File: config.mk
export PLATFORM = sky130hd
export DESIGN_NAME = spi_master_slave_port
export DESIGN_NICKNAME = d
export VERILOG_FILES = /design/src/logic/spi_port_pkg.sv /design/src/logic/spi_master_slave_port.sv /design/src/logic/spi_clock_div.sv /design/src/logic/spi_pin_sync.sv
export SDC_FILE = /design/constraint.sdc
export NUM_CORES = 1
export LEC_CHECK = 0
export ABC_CLOCK_PERIOD_IN_PS = 7900
export BUFFER_PORTS_ARGS = -buffer_cell sky130_fd_sc_hd__buf_2
export CAP_MARGIN = 20
export CORE_AREA = 3 3 101 103
export DETAILED_ROUTE_END_ITERATION = 10
export DIE_AREA = 0 0 104 106
export GPL_TIMING_DRIVEN = 0
export PLACE_DENSITY = 0.69
export REMOVE_ABC_BUFFERS = 1
export SLEW_MARGIN = 10
export SYNTH_ARGS = -nofsm -noshare
export SYNTH_HDL_FRONTEND = slang
export SYNTH_SLANG_ARGS = --single-unit
File: constraint.sdc
create_clock -name clk_sys -period 7.9 [get_ports clk_sys]
set_input_delay 1.58 -clock clk_sys [delete_from_list [all_inputs] [get_ports clk_sys]]
set_output_delay 1.58 -clock clk_sys [all_outputs]
set_load 0.01 [all_outputs]
File: src/logic/spi_port_pkg.sv
// constants for the byte-serial port: apb offsets, field positions, divider table
// assumes a 32-bit apb slave with byte addresses
package spi_port_pkg;
   // register byte offsets
   localparam logic [7:0] OFS_CONTROL = 8'h00;
   localparam logic [7:0] OFS_STATUS = 8'h04;
   localparam logic [7:0] OFS_DATA = 8'h08;
   // control field positions
   localparam int CTL_RATE_LO = 0;
   localparam int CTL_PHASE = 2;
   localparam int CTL_POLARITY = 3;
   localparam int CTL_MASTER = 4;
   localparam int CTL_LSB_FIRST = 5;
   localparam int CTL_ENABLE = 6;
   localparam int CTL_IRQ_EN = 7;
   // status field positions
   localparam int STS_DOUBLE = 0;
   localparam int STS_MODE_FAULT = 4;
   localparam int STS_COLLISION = 6;
   localparam int STS_DONE = 7;
   localparam logic [7:0] CONTROL_RESET = 8'h00;
   localparam logic [7:0] STATUS_RESET = 8'h00;
   localparam logic [3:0] BITS_PER_BYTE = 4'h8;
   localparam logic [7:0] DATA_RESET = 8'h00;

   // divider reload, one less than the half period in sys clocks, for a ratio index 0..7 (fosc/2 .. fosc/256)
   function automatic logic [7:0] half_period(input logic [1:0] rate, input logic dbl);
      logic [2:0] idx;
      idx = {rate, ~dbl};
      half_period = 8'(8'h01 << idx) - 8'h01;
   endfunction: half_period
endpackage: spi_port_pkg

File: src/logic/spi_master_slave_port.sv
// byte-serial port with master/slave role, apb registers
// assumes pins pass through pad logic outside; select for master is a gpio
// Notes on behaviour
// - byte transfers; master generates clock or slave follows external clock
// - full duplex on clock, mosi, miso and active-low select
// - control bit picks lsb-first or msb-first for both directions
// - master shifting starts only on a data register write
// - idle master write loads shifter and starts at once
// - master shifts exactly eight bits per transfer
// - each outgoing bit is replaced by an incoming bit
// - after last bit receive buffer loads (slave from shifter, master from rx_shift two clocks later), done flag raised
// - data register read returns receive buffer, not shifter
// - write while busy sets collision; transfer continues, value dropped
// - master drives data on mosi and clock on sck
// - master samples incoming data from miso
// - eight master clock rates
// - rate from two control bits and double-speed status bit
// - eight clock pulses per byte, then clock stops
// - phase and polarity bits; both ends must match
// - end-of-transmission flag raises interrupt request
// - port keeps running while processor idles
// - rate is fosc divided by 2 to 256, double speed picks faster
// - select low in master sets mode fault, clears master and the sck and mosi pin enables
// - slave select release mid-byte aborts without completion
// - collision clears on status read with flag then data access
//
// The implementer's own choices: the register addresses and register access over APB.
`timescale 1ns/1ns
module spi_master_slave_port
   import spi_port_pkg::*;
(
   // clock and reset
   input wire logic clk_sys,
   input wire logic reset_n,
   // apb slave
   input wire logic psel,
   input wire logic penable,
   input wire logic pwrite,
   input wire logic [7:0] paddr,
   input wire logic [31:0] pwdata,
   output logic [31:0] prdata,
   output logic pready,
   output logic pslverr,
   // serial pins
   input wire logic sck_in,
   output logic sck_out,
   output logic sck_oe,
   input wire logic mosi_in,
   output logic mosi_out,
   output logic mosi_oe,
   input wire logic miso_in,
   output logic miso_out,
   output logic miso_oe,
   input wire logic slave_select_n,
   // interrupt request to the core
   output logic transfer_irq
);
   typedef enum logic [1:0]
   {
      ST_IDLE = 2'b00,
      ST_SHIFT = 2'b01,
      ST_WAIT_SEL = 2'b10
   } phase_t;

   typedef struct packed
   {
      phase_t phase;
      logic [7:0] port_control_reg;
      logic double_speed;
      logic transfer_done_flag;
      logic collision;
      logic mode_fault;
      logic [2:0] armed;
      logic [7:0] shifter;
      logic [7:0] rx_buffer;
      logic [7:0] tx_hold;
      logic tx_pending;
      logic [3:0] bit_count;
      logic edge_odd;
      logic sck_level;
      logic out_bit;
      logic sck_prev;
      logic [1:0] samp_dly;
      logic [7:0] rx_shift;
      logic [3:0] rx_count;
   } port_state_t;

   port_state_t state_reg;
   port_state_t state_next;

   logic [2:0] pins_sync;
   logic sck_s;
   logic mosi_s;
   logic miso_s;
   logic sel_n_s;
   logic tick;
   logic is_master;
   logic enabled;
   logic clock_phase_sel;
   logic clock_polarity_sel;
   logic lsb_first;
   logic bus_access;
   logic bus_write;
   logic bus_read;
   logic [7:0] wbyte;
   logic in_bit;
   logic slave_lead;
   logic slave_trail;
   logic sck_mode;
   logic [7:0] read_byte;

   function automatic logic pick_out(input logic [7:0] v, input logic lsb);
      pick_out = lsb ? v[0] : v[7];
   endfunction: pick_out

   function automatic logic [7:0] shift_in(input logic [7:0] v, input logic lsb,
                                           input logic b);
      shift_in = lsb ? {b, v[7:1]} : {v[6:0], b};
   endfunction: shift_in

   ////////////////////////////////////////////////////////////////////////////
   // pins and divider

   spi_pin_sync u_sync
   (
      .clk_sys(clk_sys),
      .reset_n(reset_n),
      .pins_async({slave_select_n, mosi_in, sck_in}),
      .pins_sync(pins_sync)
   );
   // miso is sampled on the same synchronised timebase as the slave pins
   logic [1:0] miso_meta;
   always_ff @(posedge clk_sys or negedge reset_n)
   begin
      if (!reset_n)
         miso_meta <= 2'h0;
      else
         miso_meta <= {miso_meta[0], miso_in};
   end
   assign miso_s = miso_meta[1];
   assign sck_s = pins_sync[0];
   assign mosi_s = pins_sync[1];
   assign sel_n_s = pins_sync[2];

   assign enabled = state_reg.port_control_reg[CTL_ENABLE];
   assign is_master = state_reg.port_control_reg[CTL_MASTER];
   assign clock_phase_sel = state_reg.port_control_reg[CTL_PHASE];
   assign clock_polarity_sel = state_reg.port_control_reg[CTL_POLARITY];
   assign lsb_first = state_reg.port_control_reg[CTL_LSB_FIRST];

   spi_clock_div u_div
   (
      .clk_sys(clk_sys),
      .reset_n(reset_n),
      .run(state_reg.phase == ST_SHIFT && is_master),
      .reload(half_period(state_reg.port_control_reg[CTL_RATE_LO +: 2],
                          state_reg.double_speed)),
      .tick(tick)
   );

   ////////////////////////////////////////////////////////////////////////////
   // bus decode

   assign bus_access = psel && penable;
   assign bus_write = bus_access && pwrite;
   assign bus_read = bus_access && !pwrite;
   assign wbyte = pwdata[7:0];
   assign pready = 1'b1;
   assign pslverr = bus_access && paddr != OFS_CONTROL && paddr != OFS_STATUS
                    && paddr != OFS_DATA;
   // read data comes straight off the registers so it stands at the access edge
   assign prdata = {24'h000000, read_byte};

   // slave clock edges: leading edge leaves the idle level
   assign sck_mode = sck_s ^ clock_polarity_sel;
   assign slave_lead = !is_master && sck_mode && !(state_reg.sck_prev ^ clock_polarity_sel);
   assign slave_trail = !is_master && !sck_mode && (state_reg.sck_prev ^ clock_polarity_sel);
   assign in_bit = is_master ? miso_s : mosi_s;

   ////////////////////////////////////////////////////////////////////////////
   // next state

   always_comb
   begin
      logic sample_now;
      logic change_now;
      logic finish;
      sample_now = 1'b0;
      change_now = 1'b0;
      finish = 1'b0;
      state_next = state_reg;
      state_next.sck_prev = sck_s;
      read_byte = DATA_RESET;

      // register reads; reads with flags set arm the clear sequence
      if (bus_read)
      begin
         unique case (paddr)
            OFS_CONTROL: read_byte = state_reg.port_control_reg;
            OFS_STATUS:
            begin
               read_byte[STS_DOUBLE] = state_reg.double_speed;
               read_byte[STS_MODE_FAULT] = state_reg.mode_fault;
               read_byte[STS_COLLISION] = state_reg.collision;
               read_byte[STS_DONE] = state_reg.transfer_done_flag;
               state_next.armed = {state_reg.mode_fault, state_reg.collision,
                                   state_reg.transfer_done_flag};
            end
            OFS_DATA: read_byte = state_reg.rx_buffer;
            default: read_byte = DATA_RESET;
         endcase
      end

      // data access finishes the clear for done and collision
      if (bus_access && paddr == OFS_DATA)
      begin
         if (state_reg.armed[0])
            state_next.transfer_done_flag = 1'b0;
         if (state_reg.armed[1])
            state_next.collision = 1'b0;
         state_next.armed[1:0] = 2'b00;
      end

      if (bus_write && paddr == OFS_CONTROL)
      begin
         state_next.port_control_reg = wbyte;
         if (state_reg.armed[2])
            state_next.mode_fault = 1'b0;
         state_next.armed[2] = 1'b0;
         if (!wbyte[CTL_ENABLE])
            state_next.phase = ST_IDLE;
      end
      if (bus_write && paddr == OFS_STATUS)
         state_next.double_speed = wbyte[STS_DOUBLE];

      // data write: load, hold for select, or collide
      if (bus_write && paddr == OFS_DATA && enabled)
      begin
         if (state_reg.phase == ST_SHIFT || state_reg.samp_dly != 2'b00)
            state_next.collision = 1'b1;
         else if (is_master || !sel_n_s)
         begin
            state_next.phase = ST_SHIFT;
            state_next.shifter = wbyte;
            state_next.bit_count = 4'h0;
            state_next.rx_count = 4'h0;
            state_next.edge_odd = 1'b0;
            state_next.sck_level = clock_polarity_sel;
            state_next.out_bit = pick_out(wbyte, lsb_first);
         end
         else
         begin
            state_next.phase = ST_WAIT_SEL;
            state_next.tx_hold = wbyte;
         end
         state_next.tx_pending = 1'b1;
      end

      // slave arms when select falls with a held byte
      if (state_reg.phase == ST_WAIT_SEL && !sel_n_s && !is_master)
      begin
         state_next.phase = ST_SHIFT;
         state_next.shifter = state_reg.tx_hold;
         state_next.bit_count = 4'h0;
         state_next.out_bit = pick_out(state_reg.tx_hold, lsb_first);
      end

      if (state_reg.phase == ST_SHIFT)
      begin
         if (is_master)
         begin
            // each tick toggles sck; 16 half periods give 8 pulses
            if (tick)
            begin
               state_next.edge_odd = !state_reg.edge_odd;
               state_next.sck_level = !state_reg.sck_level;
               sample_now = clock_phase_sel ? state_reg.edge_odd : !state_reg.edge_odd;
               change_now = !sample_now;
            end
         end
         else
         begin
            sample_now = clock_phase_sel ? slave_trail : slave_lead;
            change_now = clock_phase_sel ? slave_lead : slave_trail;
         end

         if (sample_now)
         begin
            state_next.shifter = shift_in(state_reg.shifter, lsb_first, in_bit);
            state_next.bit_count = state_reg.bit_count + 4'h1;
            finish = !is_master && state_reg.bit_count == BITS_PER_BYTE - 4'h1;
         end
         if (change_now)
            state_next.out_bit = pick_out(state_reg.shifter, lsb_first);

         if (finish)
         begin
            state_next.rx_buffer = shift_in(state_reg.shifter, lsb_first, in_bit);
            state_next.transfer_done_flag = 1'b1;
            state_next.tx_pending = 1'b0;
            state_next.phase = ST_IDLE;
         end
         // master ends on the sixteenth edge for either phase
         if (is_master && tick && state_reg.edge_odd
             && state_next.bit_count == BITS_PER_BYTE)
         begin
            state_next.phase = ST_IDLE;
            state_next.sck_level = clock_polarity_sel;
         end
      end

      // miso crosses two sync flops, so the master takes it two clocks late;
      // the bit still stands then, even at the fastest rate
      state_next.samp_dly = {state_reg.samp_dly[0], is_master && sample_now};
      if (is_master && state_reg.samp_dly[1])
      begin
         state_next.rx_shift = shift_in(state_reg.rx_shift, lsb_first, miso_s);
         state_next.rx_count = state_reg.rx_count + 4'h1;
         if (state_reg.rx_count == BITS_PER_BYTE - 4'h1)
         begin
            state_next.rx_buffer = shift_in(state_reg.rx_shift, lsb_first, miso_s);
            state_next.transfer_done_flag = 1'b1;
            state_next.tx_pending = 1'b0;
         end
      end

      // slave select released mid-byte: abort, no completion
      if (!is_master && sel_n_s && state_reg.phase == ST_SHIFT && !finish)
         state_next.phase = ST_IDLE;

      // select low while master: mode fault
      if (enabled && is_master && !sel_n_s)
      begin
         state_next.mode_fault = 1'b1;
         state_next.port_control_reg[CTL_MASTER] = 1'b0;
         state_next.transfer_done_flag = 1'b1;
         state_next.phase = ST_IDLE;
      end
      // new polarity applies at once, so idle level follows a control write
      if (state_next.phase == ST_IDLE)
         state_next.sck_level = state_next.port_control_reg[CTL_POLARITY];
   end

   // one register set; runs regardless of core idle state
   always_ff @(posedge clk_sys or negedge reset_n)
   begin
      if (!reset_n)
      begin
         state_reg <= '0;
         state_reg.phase <= ST_IDLE;
         state_reg.port_control_reg <= CONTROL_RESET;
         state_reg.sck_prev <= 1'b0;
      end
      else
         state_reg <= state_next;
   end

   ////////////////////////////////////////////////////////////////////////////
   // pin drive; the select pin is never driven here

   assign sck_out = state_reg.sck_level;
   assign sck_oe = enabled && is_master;
   assign mosi_out = state_reg.out_bit;
   assign mosi_oe = enabled && is_master;
   assign miso_out = state_reg.out_bit;
   assign miso_oe = enabled && !is_master && !sel_n_s;
   assign transfer_irq = state_reg.transfer_done_flag
                         && state_reg.port_control_reg[CTL_IRQ_EN];

   ////////////////////////////////////////////////////////////////////////////
   // checks

   a_collision_sets: assert property (@(posedge clk_sys) disable iff (!reset_n)
      bus_write && paddr == OFS_DATA && enabled && state_reg.phase == ST_SHIFT
      |=> state_reg.collision && $stable(state_reg.tx_pending))
      else $error("write while busy did not flag collision");
   a_done_on_finish: assert property (@(posedge clk_sys) disable iff (!reset_n)
      $fell(state_reg.tx_pending) |-> state_reg.transfer_done_flag)
      else $error("completion without done flag");
   a_idle_clock: assert property (@(posedge clk_sys) disable iff (!reset_n)
      state_reg.phase == ST_IDLE |-> sck_out == clock_polarity_sel)
      else $error("serial clock not at idle level");
   a_master_start: assert property (@(posedge clk_sys) disable iff (!reset_n)
      is_master && sel_n_s && $past(state_reg.phase) == ST_IDLE && state_reg.phase == ST_SHIFT
      |-> $past(bus_write) && $past(paddr) == OFS_DATA)
      else $error("master shift began without data write");
   a_read_buffer: assert property (@(posedge clk_sys) disable iff (!reset_n)
      bus_read && paddr == OFS_DATA |-> prdata[7:0] == state_reg.rx_buffer)
      else $error("data read did not return receive buffer");
   a_mode_fault: assert property (@(posedge clk_sys) disable iff (!reset_n)
      enabled && is_master && !sel_n_s |=> state_reg.mode_fault && !is_master)
      else $error("mode fault not taken");
   a_slave_abort: assert property (@(posedge clk_sys) disable iff (!reset_n)
      !is_master && sel_n_s && state_reg.phase == ST_SHIFT && state_reg.bit_count < 4'h7
      |=> state_reg.phase == ST_IDLE)
      else $error("slave did not abort on select release");
   a_count_bound: assert property (@(posedge clk_sys) disable iff (!reset_n)
      state_reg.bit_count <= BITS_PER_BYTE)
      else $error("bit count past eight");
endmodule: spi_master_slave_port

File: src/logic/spi_clock_div.sv
// half-period tick generator for the master serial clock
// assumes a single sys clock domain
`timescale 1ns/1ns
module spi_clock_div
   import spi_port_pkg::*;
(
   // clock and reset
   input wire logic clk_sys,
   input wire logic reset_n,
   // control
   input wire logic run,
   input wire logic [7:0] reload,
   // tick out
   output logic tick
);
   typedef struct packed
   {
      logic [7:0] count;
   } div_state_t;
   div_state_t state_reg;
   div_state_t state_next;

   always_comb
   begin
      state_next = state_reg;
      if (!run || state_reg.count == 8'h00)
      begin
         state_next.count = reload;
      end
      else
      begin
         state_next.count = state_reg.count - 8'h01;
      end
   end

   always_ff @(posedge clk_sys or negedge reset_n)
   begin
      if (!reset_n)
         state_reg <= '{count: 8'h00};
      else
         state_reg <= state_next;
   end

   assign tick = run && state_reg.count == 8'h00;
endmodule: spi_clock_div

File: src/logic/spi_pin_sync.sv
// two-flop synchroniser for the serial pins
// assumes asynchronous pin inputs
`timescale 1ns/1ns
module spi_pin_sync
(
   // clock and reset
   input wire logic clk_sys,
   input wire logic reset_n,
   // pins
   input wire logic [2:0] pins_async,
   output logic [2:0] pins_sync
);
   typedef struct packed
   {
      logic [2:0] first;
      logic [2:0] second;
   } sync_state_t;
   sync_state_t state_reg;
   sync_state_t state_next;

   always_comb
   begin
      state_next.first = pins_async;
      state_next.second = state_reg.first;
   end

   // select line rests high so it resets high
   always_ff @(posedge clk_sys or negedge reset_n)
   begin
      if (!reset_n)
         state_reg <= '{first: 3'h4, second: 3'h4};
      else
         state_reg <= state_next;
   end

   assign pins_sync = state_reg.second;
endmodule: spi_pin_sync

==> Yosys cells after proc, flatten, opt, wreduce, memory -nomap -nowiden <==
Index checks and enable logic that the tools add are counted.
{ "word_totals": {"reg_bits": 80, "latchBits": 0, "ramBits": 0, "rom_bits": 0, "inputBits": 49, "output_inout_bits": 41, "wordCells": 193, "n_memories": 0} }
{ "classes": {"addsub": 4, "n_mul": 0, "div_mod_pow": 0, "order_cmp": 0, "n_eq_ne": 10, "n_shift": 1, "mux": 83, "n_bitwise": 5, "reduce_logical": 64} }
{ "op_table": {"columns": ["operator", "n"], "rows": [
  ["8-bit 2-to-1 mux", 14],
  ["1-bit 2-to-1 mux", 36],
  ["1-bit logical AND", 33],
  ["2-bit 2-to-1 mux", 15],
  ["4-bit 2-to-1 mux", 7],
  ["2-bit nonzero test", 9],
  ["8-bit zero test", 2],
  ["16-bit 2-to-1 mux", 1],
  ["8-bit by 1-bit subtractor with 8-bit output (second input constant)", 2],
  ["7-bit 2-to-1 mux", 2],
  ["1-bit zero test", 10],
  ["10-bit 2-to-1 mux", 1],
  ["4-bit by 1-bit adder with 4-bit output (second input constant)", 2],
  ["4-bit by 3-bit equality test with 1-bit output (second input constant)", 2],
  ["8-bit by 3-bit equality test with 1-bit output (second input constant)", 1],
  ["8-bit by 4-bit equality test with 1-bit output (second input constant)", 1],
  ["8-bit by 3-bit inequality test with 1-bit output (second input constant)", 1],
  ["8-bit by 4-bit inequality test with 1-bit output (second input constant)", 1],
  ["8-bit nonzero test", 1],
  ["1-bit by 3-bit left shift with 8-bit output (first input constant)", 1],
  ["3-bit 2-to-1 mux", 2],
  ["1-bit one-hot mux with 3 select lines", 2],
  ["2-bit one-hot mux with 3 select lines", 1],
  ["3-bit one-hot mux with 2 select lines", 1],
  ["other kinds (11)", 19]
]} }

==> Longest topological paths before layout <==
{ "logic_depth": {"ltp_word": 17, "mapped_depth": 11, "mapped_depth_nobuf": 10} }

==> Cells and area by module <==
A second synthesis with hierarchy kept.
{ "hier_totals": {"hier_cells": 460, "area_unflattened_um2": 4500.6} }
{ "modules_own_cells": {"columns": ["mod", "n_inst", "cells_each", "area_per_inst_um2", "seq_area_each_um2"], "rows": [
  ["spi_master_slave_port", 1, 405, 3839.9, 1626.6],
  ["spi_clock_div", 1, 49, 508.0, 200.2],
  ["spi_pin_sync", 1, 6, 152.6, 152.6]
]} }

==> Least setup slack after synthesis <==
OpenSTA, ideal clock, no wires.
{ "synth_path": {"path_type": "in2out", "startpoint": "input port paddr[7]", "endpoint": "output port prdata[1]", "arrival_ns": 2.781, "required_ns": 6.320, "path_slack_ns": 3.539, "stages": 4, "n_path_buf": 0, "path_cell_list": "or4_4 > nor2_2 > nand3_1 > nor2_1"} }
{ "synth_via": {"elab_chain_cells": 3, "word_cells_on_any_way": 4, "classes_between": "1 x eq/ne; 2 x mux; 1 x reduce/logical"} }
{ "synth_lines": {"columns": ["element", "line_no", "rtl"], "rows": [
  ["start, declared", "spi_master_slave_port.sv:39", "input wire logic [7:0] paddr,"],
  ["8-bit by 4-bit equality test with 1-bit output or 8-bit zero test (tied branches)", "spi_master_slave_port.sv:198", "unique case (paddr)"],
  ["3-bit one-hot mux with 2 select lines *", "spi_master_slave_port.sv:198", null],
  ["8-bit 2-to-1 mux *", "spi_master_slave_port.sv:196", "if (bus_read)"],
  ["end, declared", "spi_master_slave_port.sv:41", "output logic [31:0] prdata,"]
]} }
Every way passes the cells marked *; elsewhere a longest branch is shown, timed or not.

==> Worst setup path after layout <==
Ends and elaborated chain as after synthesis.

==> results.cfg <==
[clock_tree]
postCtsSetupBuffers = 0
cts_root_buf = clkbuf_8
path_clk_slew_ns = 0.08
numCtsBuffers = 9
clock-sinks = 79
postCtsHoldBufs = 0
clk_latency_ns = 0.36
cts_tree = done
cts_resized = 0
htreeDepth = 3
cts_buffer_depth = 2

[worst_setup_path]
crit_start = paddr[7]
r2r_end = state_reg[34]$_DFF_PN0_
critPathLaunchType = input port
cp-end-kind = output port
r2r_start = is_master$_DFFE_PN0P_
arrival_ns = 3.21
critPathKind = input port to output port
cp_max_fo = 10
ff2ff_setup_slack_ns = 4.52
worst_r2r_path_depth = 8
crit_required_ns = 6.32

[cells_and_area]
area_growth_pct = 9.62
largest_reg_flops = 55
antenna_cells = 0
drive_gt1_share_pct = 19.2
fin_cells = 609
nNetsFinal = 527
fill_cells = 855

[floorplanning]
ios = 90
core_um2 = 9280
start_util_pct = 47.2
die_h_um = 106
row_count = 35
dieArea_um2 = 11000
fp.dieW_um = 104

[timing]
finalHoldViolCount = 0
tns_ns = 0
finalCritPeriodShare_pct = 60.6
relSlewSlack_pct = 28.2
worst_pin_slew_ns = 1.08
setup_viol_count_final = 0
maxSlewViolCount = 0
rsz0062_at_grt = false
finalCriticalPeriod_ns = 4.79
fmax_mhz = 209
skew_ns = 0.0124

[worst_hold_path]
worstHoldStart = u_sync.state_next[0]$_DFF_PN0_
min_path_cells = 0
hold_path_end = u_sync.pins_sync[0]$_DFF_PN0_
hold_class = register to register

[global_routing]
grt_pass1_wl_mm = 16.4
grt_max_degree = 46
grt_pass1_vias = 3279
grt-ovfl-total = 0
antenna_found_initial = 0
track_usage_pct = 18.3

[place]
port_buffers = 40
dp_hpwl_mm = 7.01
gp_congestion = 0.797
placed_cells = 592

[pwr]
p_leak_uw = 0.00211
vdd_drop_max_v = 0.0000786
power_density_nw_per_um2 = 166

[drt]
viasPerCell = 5.52
ant_nets = 0
vias = 3359
drtIter0Drc = 193
drcViolationCount = 0
wl_mm = 9.74
wl_per_cell_um = 16.0
dr.pass1.iters = 4

[status]
status = finished, final reports clean

[synthesis]
synth_area_um2 = 4380
syn_inst = 446
synthFlopType = dfrtp_1
ys_ff_latch = 79
synth_warnings = 0
synth.distinct_cells = 59
avgSynthCellArea_um2 = 9.83
synth_edf_count = 0
ys_seq_area_share_pct = 45.2
async_flop_share_pct = 100

[flow_run]
drv_cap = 0
[per-stage QoR]
step	power [µW]	hold WS (ns)	utilization, %	area (µm²)	setup slack [ns]
final	799	0.352	51.8	4800	3.11
after floorplan	444	0.331	-	4190	3.54
after global placement	468	0.333	49.0	4550	3.10
after detailed placement	471	0.336	49.3	4580	3.11
after CTS	805	0.355	51.7	4800	3.10
after global routing	830	0.364	51.8	4800	2.98
[cells by family (layout without fill, tap and decap cells)]
family / count (synthesis) / after routing / synth area share (%)
other cells: 2 / 25 / 0.171
buf+inv: 55 / 66 / 7.11
compound gates: 93 / 93 / 13.3
xor+xnor: 6 / 6 / 1.20
flops: 79 / 79 / 45.2
fa+ha+maj: 3 / 3 / 0.857
simple gates: 150 / 150 / 18.3
mux: 58 / 58 / 13.9
[critical path, stage by stage]
cell and delay, ns:
buf_2 0.09, or4_4 0.57, nor2_2 0.39, nand3_1 0.25, nor2_1 0.17, buf_2 0.14
[cells in the mapped netlist, types with 5 or more instances]
cell type | n | share of area, %
nand3b_1 | 5 | 0.86
o21ai_0 | 38 | 4.3
dfrtp_1 | 77 | 44
nand2_1 | 47 | 4.0
inv_1 | 8 | 0.69
nand3_1 | 10 | 1.1
and2_1 | 5 | 0.71
mux2i_1 | 38 | 8.7
clkbuf_1 | 12 | 1.0
mux2_2 | 19 | 4.9
buf_4 | 27 | 4.6
buf_1 | 5 | 0.43
o211ai_1 | 16 | 2.7
nor2_1 | 36 | 3.1
nand2b_1 | 7 | 1.0
a21oi_1 | 14 | 1.6
[cell type report]
class	instances	area [µm²]	area share [%]
multi-input combinational	335	2180	45.3
tap	129	161	3.36
inverter	8	30.0	0.625
sequential	79	1980	41.2
clock inverter	6	92.6	1.93
clock buffer	10	128	2.66
timing repair buffer	42	235	4.90
[placed cells by master, fill, tap and decap left out, types with 14 or more instances in the layout]
master	Yosys	layout
a21oi_1	14	14
buf_2	3	39
conb_1	2	25
dfrtp_1	77	77
mux2_2	19	19
mux2i_1	38	38
nand2_1	47	47
nor2_1	36	36
o211ai_1	16	16
o21ai_0	38	38
[where the power goes]
| group | leakage [µW] | internal [µW] | switching (µW) | total, µW |
|---|---|---|---|---|
| Sequential | 0.000971 | 410 | 6.07 | 416 |
| Combinational | 0.00103 | 16.2 | 30.1 | 46.3 |
| Clock | 0.000104 | 180 | 157 | 337 |
[worst max-delay path by stage]
stage          cells after the start  slack, ns   endpoint
2_1_floorplan                      4       3.54  prdata[1]
6_report                           6       3.11  prdata[1]
3_3_place_gp                       6       3.10  prdata[1]
4_1_cts                            6       3.10  prdata[1]
5_1_grt                            6       2.98  prdata[2]
3_5_place_dp                       6       3.11  prdata[1]
[layer usage]
metal | global-route usage (%) | vias to the layer above | part of all wire, %
li1 | - | 1605 | -
met1 | 24.8 | 1624 | 47
met2 | 29.6 | 116 | 46
met3 | 2.85 | 14 | 5.3
met4 | 7.03 | 0 | 1.7
met5 | 0 | - | 0
Note: power is estimated with default switching activity, not from simulation.
